`src/design/sysref_out_pkg.sv`:
```
// Shared constants and carriers for the reference-signal output state bank.
// Assumes one 125 MHz clock domain; used by the bank and its per-channel gate.
package sysref_out_pkg;

  // Channel count and channel positions in the bank
  localparam int NUM_CH = 7;
  localparam logic [2:0] CH_A0 = 3'h0;
  localparam logic [2:0] CH_A1 = 3'h1;
  localparam logic [2:0] CH_A2 = 3'h2;
  localparam logic [2:0] CH_B0 = 3'h3;
  localparam logic [2:0] CH_B1 = 3'h4;
  localparam logic [2:0] CH_C = 3'h5;
  localparam logic [2:0] CH_D = 3'h6;

  // Bus geometry
  localparam int ADDR_W = 8;
  localparam int DATA_W = 32;
  localparam int CFG_W = 10;

  // Register byte addresses: one word per channel, then a status word
  localparam logic [7:0] CFG_BASE_ADDR = 8'h00;
  localparam logic [7:0] CFG_LAST_ADDR = 8'h18;
  localparam logic [7:0] STATUS_ADDR = 8'h1c;
  localparam int WORD_LSB = 2;
  localparam int STATUS_BIAS_TYPE_BIT = 8;

  // Swing codes
  localparam logic [1:0] SWING_250MV = 2'h0;
  localparam logic [1:0] SWING_500MV = 2'h1;
  localparam logic [1:0] SWING_750MV = 2'h2;
  localparam logic [1:0] SWING_1000MV = 2'h3;

  // Driver format
  localparam logic STYLE_LVDS = 1'h0;
  localparam logic STYLE_LVPECL = 1'h1;

  // Source select
  localparam logic SRC_OWN_CLOCK = 1'h0;
  localparam logic SRC_SYSREF = 1'h1;

  // Delay figures in picoseconds
  localparam int COARSE_STEP_PS = 169;
  localparam int DELAY_W = 11;

  // Per-channel configuration word, bit 0 upward: fine, src, bias, style, swing, pd, en
  typedef struct packed {
    logic enable;
    logic powerdown;
    logic [1:0] swing;
    logic style;
    logic bias_on;
    logic src_sel;
    logic [2:0] fine;
  } chan_cfg_t;

  localparam chan_cfg_t CFG_RESET = '{
    enable: 1'h0, powerdown: 1'h0, swing: SWING_250MV, style: STYLE_LVDS,
    bias_on: 1'h0, src_sel: SRC_SYSREF, fine: 3'h0};

  // Effective control handed to the analog driver of one channel
  typedef struct packed {
    logic powered;
    logic level;
    logic style;
    logic [1:0] swing;
    logic bias_active;
    logic [DELAY_W-1:0] delay_ps;
  } chan_out_t;

  localparam chan_out_t OUT_RESET = '{
    powered: 1'h0, level: 1'h0, style: STYLE_LVDS, swing: SWING_250MV,
    bias_active: 1'h0, delay_ps: 11'h000};

  // Fine step decode; the steps are not uniform past code 3
  function automatic logic [DELAY_W-1:0] fine_delay_ps(input logic [2:0] code);
    logic [DELAY_W-1:0] ps;
    ps = 11'h000;
    case (code)
      3'h0: ps = 11'd0;
      3'h1: ps = 11'd25;
      3'h2: ps = 11'd50;
      3'h3: ps = 11'd75;
      3'h4: ps = 11'd85;
      3'h5: ps = 11'd110;
      3'h6: ps = 11'd135;
      default: ps = 11'd160;
    endcase
    return ps;
  endfunction

endpackage

```
`src/design/sysref_chan_gate.sv`:
```
// Effective output control for one reference-signal channel.
// Assumes configuration and source signals come from logic on the same clock.
`timescale 1ns/1ns
module sysref_chan_gate (
  // Clock and reset
  input wire logic clock,
  input wire logic rstn,
  // Configuration
  input wire sysref_out_pkg::chan_cfg_t cfg,
  input wire logic [2:0] coarse_delay,
  input wire logic bias_type,
  // Signal sources
  input wire logic own_clock,
  input wire logic sysref_pulse,
  // Effective control
  output sysref_out_pkg::chan_out_t drv
);

  typedef struct packed {
    sysref_out_pkg::chan_out_t drv;
  } gate_state_t;

  gate_state_t state_ff;
  gate_state_t nxt_state;
  logic selected;
  logic [sysref_out_pkg::DELAY_W-1:0] coarse_ps;

  // Source mux and coarse delay in ps
  assign selected = (cfg.src_sel == sysref_out_pkg::SRC_SYSREF) ? sysref_pulse : own_clock;
  assign coarse_ps = sysref_out_pkg::DELAY_W'(coarse_delay * sysref_out_pkg::COARSE_STEP_PS);

  // Power-down wins, then enable gating, then the shaping fields
  always_comb begin
    nxt_state = '{drv: sysref_out_pkg::OUT_RESET};
    if (cfg.powerdown) begin
      nxt_state.drv = sysref_out_pkg::OUT_RESET;
    end else begin
      nxt_state.drv.powered = 1'h1;
      nxt_state.drv.level = cfg.enable ? selected : 1'h0;
      nxt_state.drv.style = cfg.style;
      nxt_state.drv.swing = cfg.swing;
      nxt_state.drv.bias_active = cfg.bias_on & bias_type;
      // Sum tops out at 1343 ps, so the cut to the field width loses nothing
      nxt_state.drv.delay_ps = sysref_out_pkg::DELAY_W'(coarse_ps + sysref_out_pkg::fine_delay_ps(cfg.fine));
    end
  end

  always_ff @(posedge clock or negedge rstn) begin
    if (!rstn) begin
      state_ff <= '{drv: sysref_out_pkg::OUT_RESET};
    end else begin
      state_ff <= nxt_state;
    end
  end

  assign drv = state_ff.drv;

endmodule

```
`src/design/sysref_output_state_control.sv`:
```
// Output state register bank for the seven reference-signal channels, APB slave.
// Assumes coarse delay, bias type and signal sources come from logic on the same clock.
//
// Contract
// - Three-bit fine delay per channel, reset zero
// - Fine codes decode to 0..160 ps table
// - Bias only when bias-type is one
// - Two-bit swing, 250 to 1000 mV
// - Power-down overrides format, enable and swing
// - Format bit: zero LVDS, one LVPECL
// - Disabled output held at logic low
// - Seven channels, every field read/write
// - Source select resets to reference pulse
//
// Register map, one 32-bit word per place
//   0x00 A0, 0x04 A1, 0x08 A2, 0x0c B0, 0x10 B1, 0x14 C, 0x18 D: channel config words
//   0x1c status, read only: bits 6:0 powered flags, bit 8 global bias type
// Config word layout
//   2:0 fine delay code, 3 source select, 4 bias on, 5 format,
//   7:6 swing, 8 power-down, 9 enable; bits 31:10 read as zero
// Timing
//   Zero wait states: read data is caught at the setup edge and stands
//   until the next read setup; writes land at the access edge.
//   Channel outputs follow one cycle after the word is stored.
// Limitations
//   Bias is stored as written even for LVPECL; software keeps it legal.
//   Partial writes only see byte lanes 0 and 1.
//
// Local design decisions: the APB register port and the register addresses.
`timescale 1ns/1ns
module sysref_output_state_control (
  // Clock and reset
  input wire logic clock,
  input wire logic rstn,
  // APB slave
  input wire logic psel,
  input wire logic penable,
  input wire logic pwrite,
  input wire logic [sysref_out_pkg::ADDR_W-1:0] paddr,
  input wire logic [sysref_out_pkg::DATA_W-1:0] pwdata,
  input wire logic [3:0] pstrb,
  output logic [sysref_out_pkg::DATA_W-1:0] prdata,
  output logic pready,
  output logic pslverr,
  // Channel neighbours
  input wire logic [sysref_out_pkg::NUM_CH-1:0][2:0] coarse_delay,
  input wire logic bias_type,
  input wire logic [sysref_out_pkg::NUM_CH-1:0] own_clock,
  input wire logic sysref_pulse,
  // Effective driver control
  output sysref_out_pkg::chan_out_t [sysref_out_pkg::NUM_CH-1:0] sysref_output_channel
);

  localparam int NCH = sysref_out_pkg::NUM_CH;

  typedef struct packed {
    sysref_out_pkg::chan_cfg_t [NCH-1:0] cfg;
    logic [sysref_out_pkg::DATA_W-1:0] rdata;
  } bank_state_t;

  bank_state_t state_ff;
  bank_state_t nxt_state;

  logic setup_phase;
  logic access_phase;
  logic hit_cfg;
  logic hit_status;
  logic [2:0] word_idx;
  logic [sysref_out_pkg::CFG_W-1:0] merged_word;
  logic [NCH-1:0] ch_powered;
  logic [sysref_out_pkg::DATA_W-1:0] read_word;
  logic [NCH-1:0] rd_sel;
  logic [NCH-1:0] wr_sel;
  logic wr_fire;

  // Bus phase and address decode
  // Word index can reach 7, the status slot, so the channel array
  // is only ever reached through the one-hot select below.
  assign setup_phase = psel & ~penable;
  assign access_phase = psel & penable;
  assign word_idx = paddr[sysref_out_pkg::WORD_LSB +: 3];
  assign hit_cfg = (paddr >= sysref_out_pkg::CFG_BASE_ADDR) && (paddr <= sysref_out_pkg::CFG_LAST_ADDR)
                   && (paddr[1:0] == 2'h0);
  assign hit_status = (paddr == sysref_out_pkg::STATUS_ADDR);
  assign wr_fire = access_phase & pwrite & hit_cfg;

  // One-hot channel select per config word
  generate
    for (genvar ch = 0; ch < NCH; ch++) begin : g_sel
      assign rd_sel[ch] = hit_cfg && (word_idx == 3'(ch));
      assign wr_sel[ch] = wr_fire && rd_sel[ch];
    end
  endgenerate

  // Byte lanes merged into the addressed channel word; only two lanes carry bits
  // Lane 0 holds fine, source, bias, format and swing; lane 1 power-down and enable.
  // Lanes 2 and 3 are taken but dropped, as bits 31:10 do not exist.
  always_comb begin
    merged_word = '0;
    for (int i = 0; i < NCH; i++) begin
      if (rd_sel[i]) begin
        merged_word = state_ff.cfg[i];
      end
    end
    if (pstrb[0]) begin
      merged_word[7:0] = pwdata[7:0];
    end
    if (pstrb[1]) begin
      merged_word[sysref_out_pkg::CFG_W-1:8] = pwdata[sysref_out_pkg::CFG_W-1:8];
    end
  end

  // Powered flags for the status word
  always_comb begin
    for (int i = 0; i < NCH; i++) begin
      ch_powered[i] = sysref_output_channel[i].powered;
    end
  end

  // Read mux; unmapped reads return zero
  // Status shows the registered outputs, so it trails a write by one cycle
  always_comb begin
    read_word = '0;
    if (hit_status) begin
      read_word[NCH-1:0] = ch_powered;
      read_word[sysref_out_pkg::STATUS_BIAS_TYPE_BIT] = bias_type;
    end
    for (int i = 0; i < NCH; i++) begin
      if (rd_sel[i]) begin
        read_word[sysref_out_pkg::CFG_W-1:0] = state_ff.cfg[i];
      end
    end
  end

  // Next state: read data caught at setup, writes land at the access edge
  // Catching at setup lets the slave answer with no wait state
  always_comb begin
    nxt_state = state_ff;
    if (setup_phase && !pwrite) begin
      nxt_state.rdata = read_word;
    end
    for (int i = 0; i < NCH; i++) begin
      if (wr_sel[i]) begin
        nxt_state.cfg[i] = sysref_out_pkg::chan_cfg_t'(merged_word);
      end
    end
  end

  // State register; every channel loads its defaults at reset
  always_ff @(posedge clock or negedge rstn) begin
    if (!rstn) begin
      state_ff.cfg <= {NCH{sysref_out_pkg::CFG_RESET}};
      state_ff.rdata <= 32'h0000_0000;
    end else begin
      state_ff <= nxt_state;
    end
  end

  // Zero-wait slave: answer in the first access cycle
  assign pready = 1'h1;
  assign pslverr = access_phase & ~hit_cfg & (pwrite | ~hit_status);
  assign prdata = state_ff.rdata;

  // One gate per channel: A0, A1, A2, B0, B1, C, D
  generate
    for (genvar ch = 0; ch < NCH; ch++) begin : g_chan
      sysref_chan_gate u_gate (
        .clock(clock),
        .rstn(rstn),
        .cfg(state_ff.cfg[ch]),
        .coarse_delay(coarse_delay[ch]),
        .bias_type(bias_type),
        .own_clock(own_clock[ch]),
        .sysref_pulse(sysref_pulse),
        .drv(sysref_output_channel[ch])
      );
    end
  endgenerate

  // Bias is not checked against format; keeping it to AC-coupled LVDS is left to software

endmodule

```
`config.mk`:
```
export PLATFORM = sky130hd
export DESIGN_NAME = sysref_output_state_control
export DESIGN_NICKNAME = d
export VERILOG_FILES = /design/src/design/sysref_out_pkg.sv /design/src/design/sysref_chan_gate.sv /design/src/design/sysref_output_state_control.sv
export SDC_FILE = /design/constraint.sdc
export NUM_CORES = 1
export LEC_CHECK = 0
export ABC_CLOCK_PERIOD_IN_PS = 3630
export BUFFER_PORTS_ARGS = -buffer_cell sky130_fd_sc_hd__buf_2
export CORE_ASPECT_RATIO = 1.5
export CORE_MARGIN = 4
export CORE_UTILIZATION = 35
export CTS_CLUSTER_DIAMETER = 40
export DETAILED_ROUTE_END_ITERATION = 10
export MAX_ROUTING_LAYER = met4
export SYNTH_ARGS = -nofsm -noshare
export SYNTH_HDL_FRONTEND = slang
export SYNTH_SLANG_ARGS = --single-unit
```
`constraint.sdc`:
```
create_clock -name clock -period 3.63 [get_ports clock]
set_input_delay 0.363 -clock clock [delete_from_list [all_inputs] [get_ports clock]]
set_output_delay 0.363 -clock clock [all_outputs]
set_load 0.01 [all_outputs]
```
==> impl_metrics.json, run 1 <==
{
  "finClkSkew_ns": 0.0176,
  "dieArea_um2": 38200,
  "io_buffers": 184,
  "dr.first_iter.drc_count": 530,
  "drv_cap": 0,
  "grt_usage_pct": 17.6,
  "crit_required_ns": 3.98,
  "finalCriticalPeriod_ns": 3.02,
  "synth_warnings": 0,
  "core_um2": 34500,
  "powerDensity_nw_per_um2": 361,
  "die_h_um": 238,
  "dieWidth_um": 161,
  "first_pass_iters": 4,
  "hold_class": "in -> reg",
  "numCtsBuffers": 17,
  "clkLatencyLatePin_ns": 0.46,
  "clk_pin_slew_ns": 0.08,
  "antenna_left": 0,
  "drv_slew": 0,
  "rrSetupSlack_ns": 0.61,
  "ctsResizeCount": 0,
  "antenna_found_initial": 5,
  "crit_fanout": 9,
  "holdCritStartpoint": "own_clock[5]",
  "rows": 83,
  "start_util_pct": 35.6,
  "grt_start_max_net_pins": 81,
  "grt_pass1_vias": 9217,
  "nNetsFinal": 1546,
  "total_power_w": 0.00513,
  "period_share_pct": 83.1,
  "fmax_ghz": 0.331,
  "grt_pass1_wl_um": 50500,
  "synth.area.top_cells": "dfrtp_1, ha_1, mux2_2",
  "power.internal_w": 0.00369,
  "path_class": "reg -> reg",
  "status": "finished clean",
  "cts_tree": "yes",
  "worstSetupEndpointType": "register",
  "r2r_end": "g_chan[6].u_gate.drv[9]",
  "synthArstFlopShare_pct": 100,
  "synthCells": 1171,
  "clock_path_buffers": 2,
  "ys_seq_area_share_pct": 40.6,
  "place_worst_setup_slack_ns": 0.647,
  "wl_per_cell_um": 18.0,
  "cts.sinks": 199,
  "ys_types": 55,
  "clkPwrFrac_pct": 39.4,
  "drc": 0,
  "cts-root-buf": "clkbuf_16",
  "synth.cells.most_frequent": "dfrtp_1, ha_1, mux2_2",
  "vias_per_cell": 5.01,
  "wirelength_um": 32700,
  "ioPinCount": 232,
  "slew-limit-headroom_pct": 29.1,
  "gp_congestion": 0.911,
  "grt_setup_unrepaired": "no",
  "synth_area_leader_cell": "dfrtp_1",
  "seqPwrFrac_pct": 45.7,
  "stdcell_area_um2": 14200,
  "arrival_ns": 3.37,
  "place_area_um2": 13600,
  "layout-drive-gt1-share_pct": 26.0,
  "setup_viol": 0,
  "syn_to_final_growth_pct": 15.6,
  "rr_worst_depth": 9,
  "final_hold_viol_count": 0,
  "syn_avg_cell_area_um2": 10.5,
  "htreeDepth": 4,
  "grt_overflow": 0,
  "ys_ff_latch": 199,
  "finalSetupTns_ns": 0,
  "holdPathEnd": "g_chan[5].u_gate.drv[15]",
  "yosysMostFrequentCell": "dfrtp_1",
  "worst_pin_slew_ns": 1.06,
  "timing.rr.start": "state_ff[92]",
  "combPwrFrac_pct": 14.9,
  "synth_ff_type": "dfrtp_1",
  "place_hpwl_um": 25200,
  "hold_depth": 3,
  "synth_enable_flop_cells": 0,
  "ir_drop_v": 0.000301,
  "netlist_area_um2": 12300,
  "fin_ws_ns": 0.613,
  "yosysTopAreaCellShare_pct": 39.1,
  "power_switching_w": 0.00144,
  "p_sw_share_pct": 28.1,
  "vias": 9078,
  "startpoint_type": "register",
  "p_leak_nw": 6.96
}
[registers in the layout, summed over array words and instances, names as in the netlist]
name / count
g_chan.u_gate.drv: 119
prdata: 10
state_ff: 70
[power groups by stage]
stage	clock network (W)	registers (W)	logic [W]
2_1_floorplan	0	0.00242	0.000452
3_3_place_gp	0	0.00239	0.000760
3_5_place_dp	0	0.00239	0.000772
4_1_cts	0.00209	0.00234	0.000778
5_1_grt	0.00216	0.00235	0.000860
6_report	0.00202	0.00234	0.000766
[cell families (layout without fill, tap and decap cells)]
logic type               Yosys count  after routing  synth area share [%]
buffers and inverters            141            289                  5.28
XOR/XNOR                          33             33                  2.35
adder cells (fa/ha/maj)          140            140                  15.1
other                              2             28                0.0611
AO/OA/AOI/OAI                    203            203                  11.7
AND/OR/NAND/NOR                  334            334                  14.3
multiplexers                     119            119                  10.6
flip-flops                       199            199                  40.6
[per-stage QoR]
stage / instances / hold slack (ns) / utilization, %
after floorplan: 1192 / 0.0674 / -
after global placement: 1774 / 0.444 / 39.4
after detailed placement: 1774 / 0.444 / 39.4
after CTS: 1807 / 0.202 / 41.2
after global routing: 1811 / 0.219 / 41.2
final: 1812 / 0.223 / 41.2
[how the worst max path moves through the flow]
| stage | startpoint | slack, ns | depth (start not counted) | end |
|---|---|---|---|---|
| 4_1_cts | state_ff[94] | 0.62 | 9 | g_chan[6].u_gate.drv[9] |
| 6_report | state_ff[92] | 0.61 | 9 | g_chan[6].u_gate.drv[9] |
| 5_1_grt | state_ff[32] | 0.44 | 9 | g_chan[0].u_gate.drv[9] |
| 2_1_floorplan | state_ff[34] | 0.82 | 9 | g_chan[0].u_gate.drv[9] |
| 3_5_place_dp | state_ff[94] | 0.65 | 9 | g_chan[6].u_gate.drv[9] |
| 3_3_place_gp | state_ff[92] | 0.71 | 9 | g_chan[6].u_gate.drv[9] |
[critical path, stage by stage (launching register included)]
cell	delay [ns]
dfrtp_1	0.52
nand2_1	0.13
xnor2_1	0.15
ha_1	0.29
ha_1	0.22
fa_1	0.49
a211oi_1	0.42
o21bai_1	0.14
a31oi_1	0.20
mux2_2	0.35
[timing repair]
item | in CTS | in global routing
endpoints found under the hold margin | 71 | 0
buffers inserted | 0 | 0
hold buffers | 1 | 0
[cells in the final DEF (no fill, tap or decap), types with 5 or more instances in the layout]
| master | n |
|---|---|
| conb_1 | 23 |
| dfstp_2 | 7 |
| nand3_1 | 17 |
| a21oi_1 | 27 |
| buf_2 | 183 |
| o21a_1 | 8 |
| nor2b_1 | 66 |
| mux2i_1 | 30 |
| o221a_2 | 7 |
| nand2_1 | 76 |
| nand2b_1 | 15 |
| o22ai_1 | 15 |
| o211ai_1 | 14 |
| ha_1 | 126 |
| nor3_1 | 17 |
| nor4_2 | 6 |
| mux2_2 | 87 |
| o21bai_1 | 14 |
| xor2_1 | 7 |
| a31oi_1 | 8 |
| buf_4 | 9 |
| xnor2_1 | 26 |
| nand3b_1 | 6 |
| or3_1 | 8 |
| a211oi_1 | 22 |
| dfrtp_1 | 192 |
| nor4_1 | 8 |
| fa_1 | 14 |
| and2_1 | 13 |
| clkbuf_16 | 17 |
| diode_2 | 5 |
| and3_1 | 14 |
| o21ai_0 | 62 |
| nor2_1 | 78 |
| o41ai_4 | 5 |
| a221o_1 | 8 |
| inv_1 | 61 |
[per-layer routing]
layer | vias up | part of all wire (%) | global-route usage (%)
met5 | - | 0 | -
met4 | 0 | 2.7 | 6.13
met3 | 49 | 5.6 | 4.16
met2 | 229 | 54 | 32.5
met1 | 4392 | 37 | 18.1
li1 | 4408 | - | -
[area by class of cell]
type | instances | area [um^2]
inverter | 61 | 229
multi-input combinational | 852 | 6730
timing repair buffer | 196 | 1050
fill | 3392 | 20300
clock inverter | 14 | 181
sequential | 199 | 4990
tap | 467 | 584
antenna | 5 | 12.5
clock buffer | 18 | 439
(Power assumes the default switching activity.)
==> inputs of run 2 (changes only) <==
Settings changed: ABC_CLOCK_PERIOD_IN_PS 3630 to 2700.
Clock period 3.63 ns to 2.7 ns, I/O delays scaled along.
==> impl_metrics.json, run 2 (synthesized netlist as in run 1, its figures left out) <==
{
  "die_h_um": 238,
  "largest_reg_flops": 119,
  "drv_slew": 0,
  "p_leak_nw": 7.60,
  "dr.first_iter.drc_count": 481,
  "core_um2": 34500,
  "vias_per_cell": 4.99,
  "gp_congestion": 0.925,
  "place_hpwl_um": 27000,
  "crit_fanout": 3,
  "power_switching_w": 0.00188,
  "powerDensity_nw_per_um2": 439,
  "finalCriticalPeriod_ns": 2.68,
  "rows": 83,
  "vias": 9688,
  "combPwrFrac_pct": 17.1,
  "clock_path_buffers": 2,
  "grt_setup_unrepaired": "yes",
  "layout-drive-gt1-share_pct": 35.7,
  "p_sw_share_pct": 27.8,
  "slew-limit-headroom_pct": 51.7,
  "ir_drop_v": 0.000330,
  "clkLatencyLatePin_ns": 0.46,
  "period_share_pct": 99.2,
  "hold_class": "in -> reg",
  "crit_required_ns": 3.05,
  "grt_overflow": 0,
  "cts.sinks": 199,
  "place_area_um2": 14400,
  "setup_viol": 0,
  "cp_slowest_stage_delay_ns": 0.40,
  "wirelength_um": 34900,
  "antenna_found_initial": 5,
  "nNetsFinal": 1674,
  "arrival_ns": 3.03,
  "clk_pin_slew_ns": 0.07,
  "hold_slack_ns": 0.124,
  "dieArea_um2": 38200,
  "slowest_stage": "dfrtp_1",
  "numCtsBuffers": 17,
  "antenna_left": 0,
  "grt_pass1_wl_um": 53000,
  "fmax_ghz": 0.373,
  "power.internal_w": 0.00487,
  "cts-root-buf": "clkbuf_16",
  "clkPwrFrac_pct": 36.3,
  "wl_per_cell_um": 18.0,
  "start_util_pct": 35.6,
  "grt_start_max_net_pins": 69,
  "htreeDepth": 4,
  "io_buffers": 184,
  "cts_tree": "yes",
  "crit_chain": "buf_4, nand2_1, xnor2_1, ha_1, ha_2, fa_2, a211oi_4, o21bai_4, a31oi_1, mux2_2",
  "grt_usage_pct": 18.5,
  "finClkSkew_ns": 0.00992,
  "worstSetupEndpointType": "register",
  "syn_to_final_growth_pct": 25.0,
  "final_hold_viol_count": 0,
  "ioPinCount": 232,
  "first_pass_iters": 7,
  "final_common_cell": "dfrtp_1",
  "status": "finished clean",
  "dieWidth_um": 161,
  "startpoint_type": "register",
  "seqPwrFrac_pct": 46.6,
  "grt_pass1_vias": 9890,
  "nFillCells": 3371,
  "stdcell_area_um2": 15400,
  "worst_pin_slew_ns": 0.724,
  "drv_cap": 0,
  "layout_common_cells": "dfrtp_1, buf_2, buf_4, ha_1, mux2_2",
  "path_class": "reg -> reg",
  "drc": 0
}
[run 2: worst paths after layout]
kind / startpoint / end / slack (ns) / cells after the start
setup / recovery: state_ff[84] / g_chan[5].u_gate.drv[9] / 0.02 / 10
max in group asynchronous: rstn / state_ff[75] / 1.63 / 3
hold / removal: own_clock[5] / g_chan[5].u_gate.drv[15] / 0.12 / 3
hold reg to reg: prdata[6] / prdata[6] / 0.48 / 2
min in group asynchronous: rstn / g_chan[5].u_gate.drv[6] / 0.26 / 2
setup reg to reg: state_ff[84] / g_chan[5].u_gate.drv[9] / 0.02 / 10
[run 2: per-stage QoR]
step                      worst slack, ns  total power [W]  TNS (ns)  cells  utilization [%]
final                              0.0217          0.00675         0   1941             44.6
after global routing              -0.0881          0.00707    -0.552   1940             44.6
after CTS                        0.000687          0.00680         0   1925             43.7
after detailed placement          -0.0835          0.00431    -0.187   1887             41.8
after global placement            -0.0289          0.00429   -0.0577   1887             41.8
after floorplan                   -0.0735          0.00387   -0.0735   1192                -
[run 2: critical path, delay by kind of cell (launching register included)]
kind | cells | cell delay [ns]
flops | 1 | 0.40
mux | 1 | 0.35
compound gates | 3 | 0.62
xor+xnor | 1 | 0.12
buf+inv | 1 | 0.15
fa+ha+maj | 3 | 0.83
simple gates | 1 | 0.08
[run 2: per-layer routing]
metal  wire length, um  vias to the layer above  GRT usage (%)
met5                 0                        -              -
met4              1300                        0           8.38
met3              1830                       59           3.43
met2             18800                      257           33.6
met1             12900                     4722           19.3
li1                  -                     4650              -
[run 2: final cells by class]
class                           count  area [um^2]  area share (%)
Clock buffer                       21          440            2.87
Clock inverter                     11          104           0.676
Antenna cell                        6         15.0          0.0977
Tap cell                          467          584            3.80
Multi-Input combinational cell    852         6990            45.5
Sequential cell                   199         4990            32.5
Timing Repair Buffer              324         2010            13.1
Inverter                           61          229            1.49
[run 2: timing repair]
action / CTS / global route
hold buffers: 1 / 0
endpoints found under the setup margin: 10 / 23
endpoints found under the hold margin: 31 / 0
resized for setup: 11 / 70
buffers inserted: 5 / 10
pin swaps: 6 / 30
[run 2: power groups by stage]
stage                     sequential, W  combinational, W  clock [W]
final                           0.00314           0.00116    0.00245
after global routing            0.00315           0.00128    0.00263
after CTS                       0.00314           0.00113    0.00253
after detailed placement        0.00320           0.00111          0
after global placement          0.00320           0.00109          0
after floorplan                 0.00326          0.000609          0
==> inputs of run 3 (changes only) <==
Settings changed: CORE_UTILIZATION 35 to 51, PLACE_DENSITY from default to 0.77.
==> impl_metrics.json, run 3 (synthesized netlist as in run 1, its figures left out) <==
{
  "largest_reg_flops": 119,
  "clkLatencyLatePin_ns": 0.45,
  "crit_fanout": 7,
  "fmax_ghz": 0.370,
  "fin_ws_ns": -0.00278,
  "nNetsFinal": 1650,
  "period_share_pct": 100,
  "violations": "negative setup slack",
  "powerDensity_nw_per_um2": 459,
  "vias_per_cell": 5.50,
  "grt_start_max_net_pins": 82,
  "worst_pin_slew_ns": 0.743,
  "finalCriticalPeriod_ns": 2.70,
  "wl_per_cell_um": 18.5,
  "ir_drop_v": 0.000401,
  "arrival_ns": 3.04,
  "antenna_left": 0,
  "layout_common_cells": "dfrtp_1, buf_2, buf_4, ha_1, mux2_2",
  "cts_tree": "yes",
  "drc": 0,
  "place_hpwl_um": 25000,
  "die_h_um": 198,
  "hold_class": "in -> reg",
  "drv_slew": 0,
  "final_common_cell": "dfrtp_1",
  "cts.sinks": 199,
  "gp_congestion": 0.981,
  "place_area_um2": 14100,
  "start_util_pct": 51.8,
  "setup_viol": 1,
  "stdcell_area_um2": 15100,
  "cp_top_family": "adder cells",
  "status": "finished with violations",
  "grt_usage_pct": 25.2,
  "worstSetupEndpointType": "register",
  "htreeDepth": 4,
  "grt_pass1_wl_um": 50700,
  "clock_path_buffers": 2,
  "slowest_stage": "fa_1",
  "dr.first_iter.drc_count": 531,
  "p_leak_nw": 7.49,
  "startpoint_type": "register",
  "cts-root-buf": "clkbuf_16",
  "finalSetupTns_ns": -0.00278,
  "wirelength_um": 32600,
  "dieArea_um2": 26700,
  "clk_pin_slew_ns": 0.07,
  "hold_slack_ns": 0.174,
  "final_hold_viol_count": 0,
  "drv_cap": 0,
  "io_buffers": 184,
  "finClkSkew_ns": 0.0105,
  "ioPinCount": 232,
  "grt_pass1_vias": 10100,
  "syn_to_final_growth_pct": 22.5,
  "crit_chain": "nand2_2, mux2_2, fa_1, inv_1, ha_2, or3_4, o21bai_4, a31oi_1, mux2_2",
  "vias": 9727,
  "cp_slowest_stage_delay_ns": 0.48,
  "dieWidth_um": 135,
  "first_pass_iters": 5,
  "core_um2": 23700,
  "path_class": "reg -> reg",
  "antenna_found_initial": 5,
  "layout-drive-gt1-share_pct": 35.4,
  "critPathBufInv": 1,
  "slew-limit-headroom_pct": 50.3,
  "numCtsBuffers": 17,
  "cpMostUsedCell": "mux2_2",
  "grt_setup_unrepaired": "yes",
  "grt_overflow": 0,
  "rows": 69,
  "crit_required_ns": 3.03
}
run 3: layout make-up:
class | count | area [um^2]
diodes | 5 | 12.5
clock buffers | 19 | 433
clock inverters | 13 | 161
fillers | 1890 | 8690
inverters | 61 | 229
multi-input cells | 852 | 7000
flip-flops and latches | 199 | 5000
well taps | 319 | 399
repair buffers | 300 | 1820
run 3: worst paths after layout:
path	endpoint	cells after the start	slack, ns	start
min	prdata[9]	3	0.17	psel
min in group asynchronous	g_chan[5].u_gate.drv[9]	2	0.41	rstn
max reg2reg	g_chan[6].u_gate.drv[9]	9	-0.003	state_ff[93]
min reg2reg	prdata[9]	2	0.49	prdata[9]
max	g_chan[6].u_gate.drv[9]	9	-0.003	state_ff[93]
max in group asynchronous	state_ff[45]	3	1.49	rstn
run 3: where the power goes:
part	switching, W	internal, W	leakage [nW]
sequential	0.0000406	0.00310	2.49
clock	0.00123	0.00140	0.285
combinational	0.000655	0.000483	4.72
total	0.00192	0.00498	7.49
run 3: timing repair:
| action | 4_1_cts | 5_1_grt |
|---|---|---|
| pin swaps | 9 | 36 |
| buffers inserted | 3 | 5 |
| gates resized for setup | 15 | 65 |
| hold buffers | 1 | 0 |
| setup endpoints to repair | 11 | 20 |
| endpoints found under the hold margin | 74 | 0 |
run 3: through the flow:
step           setup slack, ns  utilization (%)  total power [W]  std cells
6_report              -0.00278             63.4          0.00691       1768
2_1_floorplan          -0.0735                -          0.00387       1192
3_5_place_dp           -0.0859             59.4          0.00429       1722
5_1_grt                 -0.105             63.4          0.00721       1768
3_3_place_gp           -0.0298             59.4          0.00425       1722
4_1_cts                -0.0157             62.2          0.00692       1758
run 3: per-layer routing:
metal / global-route usage, % / wire length, um / vias up
li1: - / - / 4603
met1: 25.7 / 11700 / 4708
met2: 45.4 / 17400 / 311
met3: 4.93 / 1820 / 105
met4: 13.1 / 1670 / 0
met5: - / 0 / -
run 3: worst register-to-register path: stages (launching register included):
cell and delay (ns):
dfrtp_2 0.45, nand2_2 0.07, mux2_2 0.27, fa_1 0.49, inv_1 0.05, ha_2 0.19, or3_4 0.37, o21bai_4 0.17
a31oi_1 0.18, mux2_2 0.35
